==> src/oss_map.vh <==
// oss_map.vh: constants for the octal switch serial control block
// assumes inclusion by bare name from the design file
`ifndef OSS_MAP_VH
`define OSS_MAP_VH
`define OSS_WORD_BITS 16
`define OSS_CH_NUM 8
`define OSS_OLD_LSB 8
`define OSS_OUT_LSB 0
`define OSS_CMD_RESET 16'h0000
`define OSS_CH_ZERO 8'h00
`define OSS_POR_US 100
`define OSS_CLK_MHZ 40
`endif

==> src/oss_ctrl.v <==
// oss_ctrl.v: serial command/status shift logic of an eight-channel load switch
// assumes spi pins, enable and direct drive inputs are asynchronous to clk_i;
// fault inputs come from the power stage on the same clock
// Overview of operation
// - while select low, drive data out and shift both directions
// - apply the received command only on rising edge of select
// - sample data in on each falling serial clock edge while selected
// - advance data out to next bit on each rising serial clock edge
// - select high: ignore clock and data in, data out high impedance
// - command msb first: open-load enables 8..1 then outputs 8..1
// - each transfer is a 16-bit command and 16-bit status, msb first
// - command bit zero turns output off, one turns it on
// - status one means fault, zero means normal, any configuration
// - off output with open-load current disabled reports no open load
// - first eight bits out are zero, then status channel 8 first
// - shift register is fifo; input bits emerge after sixteen clocks
// - daisy chain shifts every clock; outputs update on select rise
// - enable low turns outputs off, disables open-load current, sleeps
// - power-on reset on enable rise and on supply application
// - outputs five and six are command bit or direct drive input
// - status word shows previous fault state, not the new command
// - command bits 8 to 15 enable open-load current channels 1 to 8
// - after reset or sleep, outputs off and open-load currents off
// - status bit set for short to battery, ground, off-state open load, overtemp
`timescale 1ns/1ps
`default_nettype none
`include "oss_map.vh"

module oss_ctrl #(
    parameter integer WORD_BITS = `OSS_WORD_BITS,
    parameter integer CH_NUM = `OSS_CH_NUM,
    parameter integer POR_US = `OSS_POR_US,
    parameter integer CLK_MHZ = `OSS_CLK_MHZ,
    parameter integer POR_CYCLES = POR_US * CLK_MHZ
) (
    input wire clk_i,
    input wire rst_n_i,
    input wire chip_select_n_i,
    input wire serial_clock_i,
    input wire serial_data_in_i,
    output reg serial_data_out_o,
    output reg serial_data_out_oe_o,
    input wire enable_i,
    input wire supply_ok_i,
    input wire direct_drive_input_a_i,
    input wire direct_drive_input_b_i,
    input wire [CH_NUM-1:0] short_battery_i,
    input wire [CH_NUM-1:0] short_ground_i,
    input wire [CH_NUM-1:0] open_load_i,
    input wire [CH_NUM-1:0] over_temp_i,
    output reg [CH_NUM-1:0] output_on_o,
    output reg [CH_NUM-1:0] open_load_current_o,
    output reg spi_ready_o
);
    // two-stage synchronisers; logic reads the second stage, edge detects also a third
    reg cs_m_q, cs_s_q, cs_p_q;
    reg sck_m_q, sck_s_q, sck_p_q;
    reg sdi_m_q, sdi_s_q;
    reg en_m_q, en_s_q, en_p_q;
    reg sup_m_q, sup_s_q, sup_p_q;
    reg dda_m_q, dda_s_q, ddb_m_q, ddb_s_q;
    always @(posedge clk_i) begin
        if (!rst_n_i) begin
            cs_m_q <= 1'b1;
            cs_s_q <= 1'b1;
            cs_p_q <= 1'b1;
            sck_m_q <= 1'b0;
            sck_s_q <= 1'b0;
            sck_p_q <= 1'b0;
            sdi_m_q <= 1'b0;
            sdi_s_q <= 1'b0;
            en_m_q <= 1'b0;
            en_s_q <= 1'b0;
            en_p_q <= 1'b0;
            sup_m_q <= 1'b0;
            sup_s_q <= 1'b0;
            sup_p_q <= 1'b0;
            dda_m_q <= 1'b0;
            dda_s_q <= 1'b0;
            ddb_m_q <= 1'b0;
            ddb_s_q <= 1'b0;
        end else begin
            cs_m_q <= chip_select_n_i;
            cs_s_q <= cs_m_q;
            cs_p_q <= cs_s_q;
            sck_m_q <= serial_clock_i;
            sck_s_q <= sck_m_q;
            sck_p_q <= sck_s_q;
            sdi_m_q <= serial_data_in_i;
            sdi_s_q <= sdi_m_q;
            en_m_q <= enable_i;
            en_s_q <= en_m_q;
            en_p_q <= en_s_q;
            sup_m_q <= supply_ok_i;
            sup_s_q <= sup_m_q;
            sup_p_q <= sup_s_q;
            dda_m_q <= direct_drive_input_a_i;
            dda_s_q <= dda_m_q;
            ddb_m_q <= direct_drive_input_b_i;
            ddb_s_q <= ddb_m_q;
        end
    end

    wire awake = en_s_q & sup_s_q;
    wire selected = ~cs_s_q & awake;
    wire cs_fall = cs_p_q & ~cs_s_q;
    wire cs_rise = ~cs_p_q & cs_s_q;
    wire sck_rise = ~sck_p_q & sck_s_q;
    wire sck_fall = sck_p_q & ~sck_s_q;
    // a rising enable or supply starts power-on reset
    wire por_start = (en_s_q & ~en_p_q) | (sup_s_q & ~sup_p_q);

    // power-on reset timer; serial port is dead until it expires
    reg [31:0] por_cnt_q;
    reg por_busy_q;
    always @(posedge clk_i) begin
        if (!rst_n_i) begin
            por_cnt_q <= 32'h0000_0000;
            por_busy_q <= 1'b1;
        end else if (!awake || por_start) begin
            por_cnt_q <= 32'h0000_0000;
            por_busy_q <= 1'b1;
        end else if (por_busy_q) begin
            if (por_cnt_q >= POR_CYCLES - 1)
                por_busy_q <= 1'b0;
            por_cnt_q <= por_cnt_q + 32'h0000_0001;
        end
    end
    wire live = selected & ~por_busy_q;

    // raw per-channel fault, gated by open-load current for off outputs
    wire [CH_NUM-1:0] fault_now;
    genvar g;
    generate
        for (g = 0; g < CH_NUM; g = g + 1) begin : g_flt
            // off-state open load only counts with its detect current on
            assign fault_now[g] = short_battery_i[g] | short_ground_i[g] | over_temp_i[g] |
                (open_load_i[g] & ~output_on_o[g] & open_load_current_o[g]);
        end
    endgenerate

    // one fifo register serves both directions, so chains pass data through
    reg [WORD_BITS-1:0] shift_q;
    reg [WORD_BITS-1:0] cmd_q;
    always @(posedge clk_i) begin
        if (!rst_n_i) begin
            shift_q <= `OSS_CMD_RESET;
            serial_data_out_o <= 1'b0;
            serial_data_out_oe_o <= 1'b0;
        end else if (!live) begin
            // clock and data in ignored while deselected
            serial_data_out_oe_o <= 1'b0;
            serial_data_out_o <= 1'b0;
        end else begin
            serial_data_out_oe_o <= 1'b1;
            if (cs_fall) begin
                // status snapshot predates the new command
                shift_q <= {`OSS_CH_ZERO, fault_now};
                serial_data_out_o <= 1'b0;
            end else begin
                if (sck_rise)
                    serial_data_out_o <= shift_q[WORD_BITS-1];
                if (sck_fall)
                    shift_q <= {shift_q[WORD_BITS-2:0], sdi_s_q};
            end
        end
    end

    // command register: loaded on select rise, cleared by reset, sleep or power-on reset
    always @(posedge clk_i) begin
        if (!rst_n_i || !awake || por_busy_q)
            cmd_q <= `OSS_CMD_RESET;
        else if (cs_rise)
            cmd_q <= shift_q;
    end

    // output stage; channels five and six ored with direct drives
    reg [CH_NUM-1:0] out_d;
    always @* begin
        out_d = cmd_q[`OSS_OUT_LSB +: CH_NUM];
        out_d[4] = out_d[4] | dda_s_q;
        out_d[5] = out_d[5] | ddb_s_q;
    end
    always @(posedge clk_i) begin
        if (!rst_n_i || !awake || por_busy_q) begin
            output_on_o <= `OSS_CH_ZERO;
            open_load_current_o <= `OSS_CH_ZERO;
            spi_ready_o <= 1'b0;
        end else begin
            output_on_o <= out_d;
            open_load_current_o <= cmd_q[`OSS_OLD_LSB +: CH_NUM];
            spi_ready_o <= 1'b1;
        end
    end
endmodule
`default_nettype wire

==> config.mk <==
export PLATFORM = sky130hd
export DESIGN_NAME = oss_ctrl
export DESIGN_NICKNAME = d
export VERILOG_FILES = /design/src/oss_ctrl.v
export VERILOG_INCLUDE_DIRS = /design/src
export SDC_FILE = /design/constraint.sdc
export NUM_CORES = 1
export LEC_CHECK = 0
export BUFFER_PORTS_ARGS = -buffer_cell sky130_fd_sc_hd__buf_2
export CAP_MARGIN = 25
export CORE_ASPECT_RATIO = 1.4
export CORE_UTILIZATION = 56
export DETAILED_ROUTE_END_ITERATION = 12
export PLACE_DENSITY = 0.79
export SLEW_MARGIN = 10
export SYNTH_ARGS = -nofsm -noshare
export SYNTH_HDL_FRONTEND = slang
export SYNTH_SLANG_ARGS = --single-unit
==> constraint.sdc <==
create_clock -name clk_i -period 2.7 [get_ports clk_i]
set_clock_uncertainty 0.15 [all_clocks]
set_input_delay 0.405 -clock clk_i [delete_from_list [all_inputs] [get_ports clk_i]]
set_output_delay 0.405 -clock clk_i [all_outputs]
set_load 0.01 [all_outputs]
==> impl_metrics.py, run 1 <==
metrics = {
    "run_status": {
        "outcome": "finished clean",
    },
    "global_routing": {
        "track_usage_pct": 25.0,
        "overflow": 0,
        "antenna_found_initial": 0,
        "grt_max_degree": 36,
        "grt_pass1_wl_mm": 14.3,
        "grt_pass1_vias": 3171,
    },
    "yosys": {
        "synthArstFlopShare_pct": 0,
        "ys_types": 40,
        "synth_seq_area_share_pct": 50.3,
        "syn-cell-area_um2": 4060,
        "syn-num-nets": 497,
        "synth_cells": 455,
        "synthFlopType": "dfxtp_1",
        "synth-warning-count": 0,
        "ys_ff_latch": 102,
        "synth_edf_count": 0,
        "syn_avg_cell_area_um2": 8.92,
    },
    "placement": {
        "io_buffer_count": 59,
        "dp_cells": 587,
        "place_ws_ns": 0.392,
        "dp_hpwl_mm": 6.15,
        "place_congestion": 0.878,
    },
    "timing": {
        "slew_violations": 0,
        "tns_ns": 0,
        "max_freq_mhz": 425,
        "max-slew-margin-rel_pct": 53.2,
        "rsz0062_at_grt": "false",
        "whs_ns": 0.0569,
        "finalSetupViolations": 0,
        "fin_crit_ns": 2.35,
        "timing.final.crit_share_pct": 87.1,
        "max_slew.worst_pin.slew_ns": 0.703,
        "worst_slack_ns": 0.348,
        "finalHoldViolCount": 0,
    },
    "clock_network": {
        "cts_tree": "done",
        "root_buffer": "clkbuf_8",
        "cts_buffer_depth": 2,
        "cts_hold_buf": 0,
        "post-cts-setup-buffers": 0,
        "cts_resized": 0,
        "cts.sinks": 102,
        "cts_inserted_buffers": 9,
        "cts.clk_slew.worst_paths_ns": 0.10,
        "clock_latency_ns": 0.37,
        "htreeDepth": 3,
    },
    "routing": {
        "wl_per_cell_um": 14.7,
        "postRouteAntennaNets": 0,
        "wirelength_mm": 8.85,
        "drt_iter0_drc": 166,
        "route.detailed.drc": 0,
        "drtPass1Iterations": 4,
        "avgViaCountPerCell": 5.72,
        "vias": 3455,
    },
    "setup_path": {
        "cpPeakStageDelay_ns": 0.69,
        "crit_path_start_kind": "register",
        "path_max_fanout": 10,
        "crit_required_ns": 2.84,
        "critPathArrivalTime_ns": 2.50,
        "critical-path-slowest-cell": "or4_1",
        "crit_chain": "nand4_1 -> or4_1 -> or4_1 -> a21oi_1",
        "end_kind": "register",
        "crit_type": "reg -> reg",
        "cp_common_cell": "or4_1",
    },
    "die": {
        "start_util_pct": 58.1,
        "die_h_um": 103,
        "rows": 36,
        "fp.coreArea_um2": 6980,
        "io_pins": 60,
        "die-area_um2": 7590,
        "die_width_um": 73.9,
    },
    "finish": {
        "drive_above_1_share_pct": 16.3,
        "area_delta_synth_final_pct": 13.3,
        "final_nets": 545,
        "mostFrequentLayoutCells": "dfxtp_1, buf_2, nand2_1",
        "layout.cells.most_common": "dfxtp_1",
        "fin_util_pct": 65.8,
        "fill_cells": 598,
        "layoutNonFillerInstCount": 604,
    },
    "worst_hold_path": {
        "min_path_type": "in -> reg",
    },
    "pwr": {
        "p_leak_nw": 1.57,
        "ir_drop_mv": 0.575,
        "power.density_nw_per_um2": 552,
    },
    "run": {
        "maxCapViolations": 0,
    },
}
-- cells by family after synthesis --
kind of cell / share of synthesized area [%]
mux: 0.771
flops: 50.3
simple gates: 30.0
buf+inv: 3.11
compound gates: 12.9
xor+xnor: 2.59
fa+ha+maj: 0.308
-- routing by layer --
| layer | wire length, µm | GRT usage, % | vias up |
|---|---|---|---|
| met5 | 0 | 0 | - |
| met4 | 331 | 13.8 | 0 |
| met3 | 419 | 5.87 | 26 |
| met2 | 4600 | 44.2 | 94 |
| met1 | 3500 | 27.1 | 1629 |
| li1 | - | - | 1706 |
-- synthesized netlist by cell type (3+ instances only) --
master / n / area [µm²]
o21ai_0: 3 / 15.0
dfxtp_1: 102 / 2040
a21boi_0: 8 / 60.1
a21oi_1: 34 / 170
o31ai_1: 15 / 113
nand4_1: 7 / 43.8
o21a_1: 9 / 67.6
nand2_1: 57 / 214
nand3b_1: 9 / 67.6
nor4_1: 9 / 56.3
and2_1: 40 / 250
nor2_1: 28 / 105
nor3_1: 12 / 60.1
nand2b_1: 6 / 37.5
a311oi_1: 8 / 70.1
clkbuf_1: 22 / 82.6
and4_1: 4 / 35.0
xor2_1: 3 / 26.3
nor2b_1: 3 / 18.8
or4_1: 18 / 135
nand3_1: 21 / 105
xnor2_1: 9 / 78.8
inv_1: 6 / 22.5
-- worst max-delay path, delay by kind of cell, from the launching register on --
family / cells / cell delay [ns]
AO/OA/AOI/OAI: 1 / 0.15
flip-flops: 1 / 0.52
AND/OR/NAND/NOR: 3 / 1.45
-- power breakdown --
part | internal, mW | switching (mW)
sequential | 1.51 | 0.00423
combinational | 0.0340 | 0.0304
clock | 0.434 | 0.521
-- metrics by stage --
step | power, mW | area, µm²
CTS | 2.56 | 4590
global route | 2.62 | 4590
floorplan | 1.58 | 4060
global placement | 1.62 | 4400
finish | 2.54 | 4600
detailed placement | 1.62 | 4400
-- path summary, 6_finish.rpt --
| path | startpoint | end | slack, ns | depth (start not counted) |
|---|---|---|---|---|
| worst max-delay path | por_busy_q | por_cnt_q[31] | 0.35 | 4 |
| worst min-delay path | chip_select_n_i | cs_m_q | 0.06 | 2 |
| worst max register to register | por_busy_q | por_cnt_q[31] | 0.35 | 4 |
| worst min register to register | cs_m_q | cs_s_q | 0.27 | 1 |
-- layout make-up --
type / instances / area [µm²] / share of cell area (%)
Tap cell: 95 / 119 / 2.59
Inverter: 6 / 22.5 / 0.490
Antenna cell: 1 / 2.50 / 0.0545
Clock buffer: 10 / 128 / 2.78
Timing Repair Buffer: 63 / 325 / 7.08
Sequential cell: 102 / 2040 / 44.4
Clock inverter: 6 / 67.6 / 1.47
Multi-Input combinational cell: 321 / 1890 / 41.1
-- state kept, by name (all words and copies together) (netlist names), 8 cells and up --
name	count
output_on_o	8
open_load_current_o	8
shift_q	16
por_cnt_q	32
cmd_q	16
Power figures use the tool's default switching activity.
==> run 2: changes to the inputs <==
Settings changed: CORE_UTILIZATION 56 to 35, PLACE_DENSITY 0.79 to default.
==> impl_metrics.py, run 2 (synthesis gave the netlist of run 1 again) <==
metrics = {
    "run_status": {
        "outcome": "finished clean",
    },
    "placement": {
        "io_buffer_count": 59,
        "dpl_cell_area_um2": 4460,
        "dp_hpwl_mm": 6.45,
        "place_congestion": 0.808,
    },
    "finish": {
        "largest_reg_flops": 32,
        "fill_cells": 1126,
        "final_nets": 545,
        "mostFrequentLayoutCells": "dfxtp_1, buf_2, nand2_1",
        "layout.cells.most_common": "dfxtp_1",
        "area_delta_synth_final_pct": 17.1,
        "largest_registers": "por_cnt_q (32), cmd_q (16), shift_q (16)",
        "antenna_cells": 0,
        "stdcell_area_um2": 4750,
        "regMostFlops": "por_cnt_q",
        "drive_above_1_share_pct": 16.5,
    },
    "clock_network": {
        "post-cts-setup-buffers": 0,
        "cts.sinks": 102,
        "cts_inserted_buffers": 9,
        "cts.clk_slew.worst_paths_ns": 0.07,
        "clock_latency_ns": 0.34,
        "cts_hold_buf": 0,
        "cts_resized": 0,
        "cts_tree": "done",
        "htreeDepth": 3,
        "root_buffer": "clkbuf_16",
        "cts_buffer_depth": 2,
    },
    "pwr": {
        "power.density_nw_per_um2": 595,
        "seqPwrFrac_pct": 53.7,
        "combPwrFrac_pct": 2.3,
        "p_leak_nw": 1.62,
        "ir_drop_mv": 0.372,
        "switching_share_pct": 22.3,
        "clockPowerShare_pct": 44.0,
        "intPower_mw": 2.20,
        "power.switching_uw": 630,
        "fin_total_pwr_mw": 2.83,
    },
    "setup_path": {
        "critPathArrivalTime_ns": 2.46,
        "critical_path.startpoint": "por_busy_q",
        "ff2ff_setup_slack_ns": 0.36,
        "crit_path_end": "por_cnt_q[31]",
        "crit_required_ns": 2.82,
        "end_kind": "register",
        "crit_path_start_kind": "register",
        "crit_type": "reg -> reg",
        "r2r_cells": 4,
        "rr_startpoint": "por_busy_q",
        "reg2reg_to": "por_cnt_q[31]",
        "path_max_fanout": 10,
    },
    "timing": {
        "max-slew-margin-rel_pct": 53.8,
        "tns_ns": 0,
        "timing.final.crit_share_pct": 86.6,
        "fin_crit_ns": 2.34,
        "slew_violations": 0,
        "rsz0062_at_grt": "false",
        "finalHoldViolCount": 0,
        "max_freq_mhz": 428,
        "finalSetupViolations": 0,
        "max_slew.worst_pin.slew_ns": 0.693,
    },
    "global_routing": {
        "overflow": 0,
        "grt_pass1_vias": 3101,
        "grt_max_degree": 36,
        "grt_pass1_wl_mm": 14.9,
        "track_usage_pct": 15.9,
        "antenna_found_initial": 0,
    },
    "worst_hold_path": {
        "min_path_type": "in -> reg",
    },
    "die": {
        "io_pins": 60,
        "fp.coreArea_um2": 11300,
        "start_util_pct": 35.8,
        "die_h_um": 129,
        "rows": 46,
        "die-area_um2": 12000,
        "die_width_um": 93,
    },
    "routing": {
        "avgViaCountPerCell": 5.07,
        "route.detailed.drc": 0,
        "postRouteAntennaNets": 0,
        "wl_per_cell_um": 13.7,
        "drt_iter0_drc": 128,
        "drtPass1Iterations": 6,
        "vias": 3304,
        "wirelength_mm": 8.95,
    },
    "run": {
        "maxCapViolations": 0,
    },
}
==> run 2: area by class of cell <==
class | instances | area, µm² | area share, %
clock buffers | 9 | 225 | 4.74
multi-input cells | 321 | 1890 | 39.8
inverters | 6 | 22.5 | 0.474
flip-flops and latches | 102 | 2040 | 43.0
well taps | 144 | 180 | 3.79
clock inverters | 7 | 67.6 | 1.42
repair buffers | 63 | 325 | 6.85
==> run 2: power by group through the flow <==
stage | Clock, mW | Sequential [mW] | Combinational [mW]
6_report | 1.24 | 1.52 | 0.0643
5_1_grt | 1.35 | 1.52 | 0.0718
4_1_cts | 1.28 | 1.52 | 0.0659
3_5_place_dp | 0 | 1.55 | 0.0656
3_3_place_gp | 0 | 1.55 | 0.0655
2_1_floorplan | 0 | 1.55 | 0.0285
==> run 2: worst min-delay path by stage <==
stage	startpoint	to	slack, ns	cells past startpoint
2_1_floorplan	cs_m_q	cs_s_q	0.24	1
3_3_place_gp	cs_m_q	cs_s_q	0.25	1
3_5_place_dp	cs_m_q	cs_s_q	0.25	1
4_1_cts	chip_select_n_i	cs_m_q	0.07	2
5_1_grt	chip_select_n_i	cs_m_q	0.08	2
6_report	chip_select_n_i	cs_m_q	0.08	2
==> run 2: through the flow <==
stage                     setup slack, ns  util, %  hold WS (ns)  cells
after floorplan                     0.641        -         0.236    455
after global placement              0.462     39.3         0.248    636
after detailed placement            0.377     39.3         0.246    636
after CTS                           0.349     41.9        0.0731    652
after global routing                0.207     41.9        0.0842    652
final                               0.363     41.9        0.0841    652
==> run 2: per-layer routing <==
| metal | vias to the layer above | track usage, % | share of wire (%) |
|---|---|---|---|
| li1 | 1704 | - | - |
| met1 | 1525 | 19.0 | 44 |
| met2 | 55 | 27.5 | 51 |
| met3 | 20 | 3.23 | 3.0 |
| met4 | 0 | 7.24 | 2.3 |
| met5 | - | 0 | 0 |
==> run 2: critical path: stages (launching register included) <==
cell	delay, ns
dfxtp_1	0.52
nand4_1	0.26
or4_1	0.69
or4_1	0.50
a21oi_1	0.14
==> run 3: changes to the inputs <==
Settings changed: CORE_UTILIZATION 35 to 40.
Clock period 2.7 ns to 1.9 ns, I/O delays scaled along.
==> impl_metrics.py, run 3 (synthesis gave the netlist of run 1 again) <==
metrics = {
    "timing": {
        "tns_ns": -0.165,
        "whs_ns": 0.00691,
        "rsz0062_at_grt": "true",
        "timing.final.crit_share_pct": 103,
        "max_slew.worst_pin.slew_ns": 0.662,
        "fin_crit_ns": 1.95,
        "max-slew-margin-rel_pct": 55.9,
        "slew_violations": 0,
        "finalHoldViolCount": 0,
        "max_freq_mhz": 513,
        "finalSetupViolations": 6,
        "worst_slack_ns": -0.0497,
    },
    "routing": {
        "met2WireLength_mm": 5.51,
        "avgViaCountPerCell": 5.18,
        "route.met3.wl_um": 309,
        "drtPass1Iterations": 6,
        "wirelength_mm": 10.3,
        "postRouteAntennaNets": 0,
        "wl_per_cell_um": 14.5,
        "route.detailed.drc": 0,
        "maxUsedRoutingLayer": "met4",
        "wl_met1_mm": 4.22,
        "drt_iter0_drc": 158,
        "vias": 3672,
    },
    "die": {
        "die_width_um": 87.1,
        "rows": 43,
        "io_pins": 60,
        "start_util_pct": 41.0,
        "die-area_um2": 10600,
        "fp.coreArea_um2": 9900,
        "die_h_um": 121,
    },
    "finish": {
        "final_nets": 611,
        "largest_reg_flops": 32,
        "layout.cells.most_common": "dfxtp_1",
        "drive_above_1_share_pct": 32.9,
        "regMostFlops": "por_cnt_q",
        "area_delta_synth_final_pct": 33.4,
        "fill_cells": 959,
        "antenna_cells": 0,
        "largest_registers": "por_cnt_q (32), cmd_q (16), shift_q (16)",
        "mostFrequentLayoutCells": "dfxtp_1, buf_4, buf_2",
    },
    "run": {
        "maxCapViolations": 0,
    },
    "clock_network": {
        "cts_buffer_depth": 2,
        "root_buffer": "clkbuf_16",
        "cts.sinks": 102,
        "clock_latency_ns": 0.34,
        "htreeDepth": 3,
        "cts_tree": "done",
        "cts.clk_slew.worst_paths_ns": 0.07,
        "cts_inserted_buffers": 9,
    },
    "setup_path": {
        "critPathArrivalTime_ns": 2.07,
        "crit_path_start_kind": "register",
        "crit_required_ns": 2.02,
        "path_max_fanout": 4,
        "crit_type": "reg -> reg",
        "end_kind": "register",
    },
    "global_routing": {
        "track_usage_pct": 20.4,
        "grt_pass1_wl_mm": 16.6,
        "grt_pass1_vias": 3631,
        "grt_max_degree": 36,
        "antenna_found_initial": 0,
        "overflow": 0,
    },
    "pwr": {
        "p_leak_nw": 1.99,
        "ir_drop_mv": 0.558,
        "power.density_nw_per_um2": 732,
    },
    "placement": {
        "dp_hpwl_mm": 7.11,
        "io_buffer_count": 59,
        "place_congestion": 0.853,
    },
    "run_status": {
        "violations": "setup timing",
        "outcome": "finished, violations left",
    },
    "worst_hold_path": {
        "min_path_type": "in -> reg",
    },
}
==> run 3: cell count changes in the layout (fill, tap and decap cells not counted), sizes merged <==
cell	before	now
dlygate4sd3	0	6
clkinv	2	1
clkbuf	9	10
buf	63	123
==> run 3: worst max-delay path, cell delays in order (launching register included) <==
cell	delay, ns
dfxtp_2	0.34
nand4_1	0.19
or4_4	0.62
or4_4	0.43
a21oi_2	0.14
==> run 3: path summary, 6_finish.rpt <==
check           startpoint       endpoint  slack, ns  cells after the start
min            supply_ok_i        sup_m_q      0.007                      2
min reg2reg         cs_m_q         cs_s_q       0.26                      1
max reg2reg  por_cnt_q[14]  por_cnt_q[30]      -0.05                      4
max          por_cnt_q[14]  por_cnt_q[30]      -0.05                      4
==> run 3: per-stage QoR <==
step / std cells / worst slack [ns] / area [µm²] / total power [mW] / util, %
finish: 709 / -0.0497 / 5410 / 3.96 / 54.7
detailed placement: 683 / -0.0666 / 4900 / 2.30 / 49.5
global placement: 683 / -0.0259 / 4900 / 2.30 / 49.5
floorplan: 455 / -0.0179 / 4100 / 2.24 / -
CTS: 706 / -0.0259 / 5270 / 4.01 / 53.3
global route: 709 / -0.0904 / 5410 / 4.11 / 54.7
==> run 3: final cells by class <==
class                   instances  area, µm²  share of cell area, %
clock buffers                  10        229                   4.23
clock inverters                 6       43.8                  0.809
inverters                       6       22.5                  0.416
multi-input cells             321       2040                   37.6
flip-flops and latches        102       2080                   38.4
well taps                     135        169                   3.12
repair buffers                129        836                   15.4
==> run 3: per-layer routing <==
| metal | up-vias | track usage (%) |
|---|---|---|
| li1 | 1834 | - |
| met1 | 1734 | 23.3 |
| met2 | 87 | 36.4 |
| met3 | 17 | 4.56 |
| met4 | 0 | 7.99 |
| met5 | - | 0 |
==> run 3: what timing repair did <==
item | 4_1_cts | 5_1_grt
endpoints found under the hold margin | 6 | 0
gates resized for setup | 10 | 30
hold buffers | 6 | 0
setup buffers | 1 | 3
pin swaps | 7 | 14
endpoints found under the setup margin | 11 | 31
==> run 3: power breakdown <==
| part | leakage, nW | switching [mW] | internal, mW | total, mW |
|---|---|---|---|---|
| logic | 1.03 | 0.0461 | 0.0573 | 0.103 |
| registers | 0.835 | 0.00641 | 2.15 | 2.15 |
| clock network | 0.130 | 0.810 | 0.896 | 1.71 |
| total | 1.99 | 0.863 | 3.10 | 3.96 |
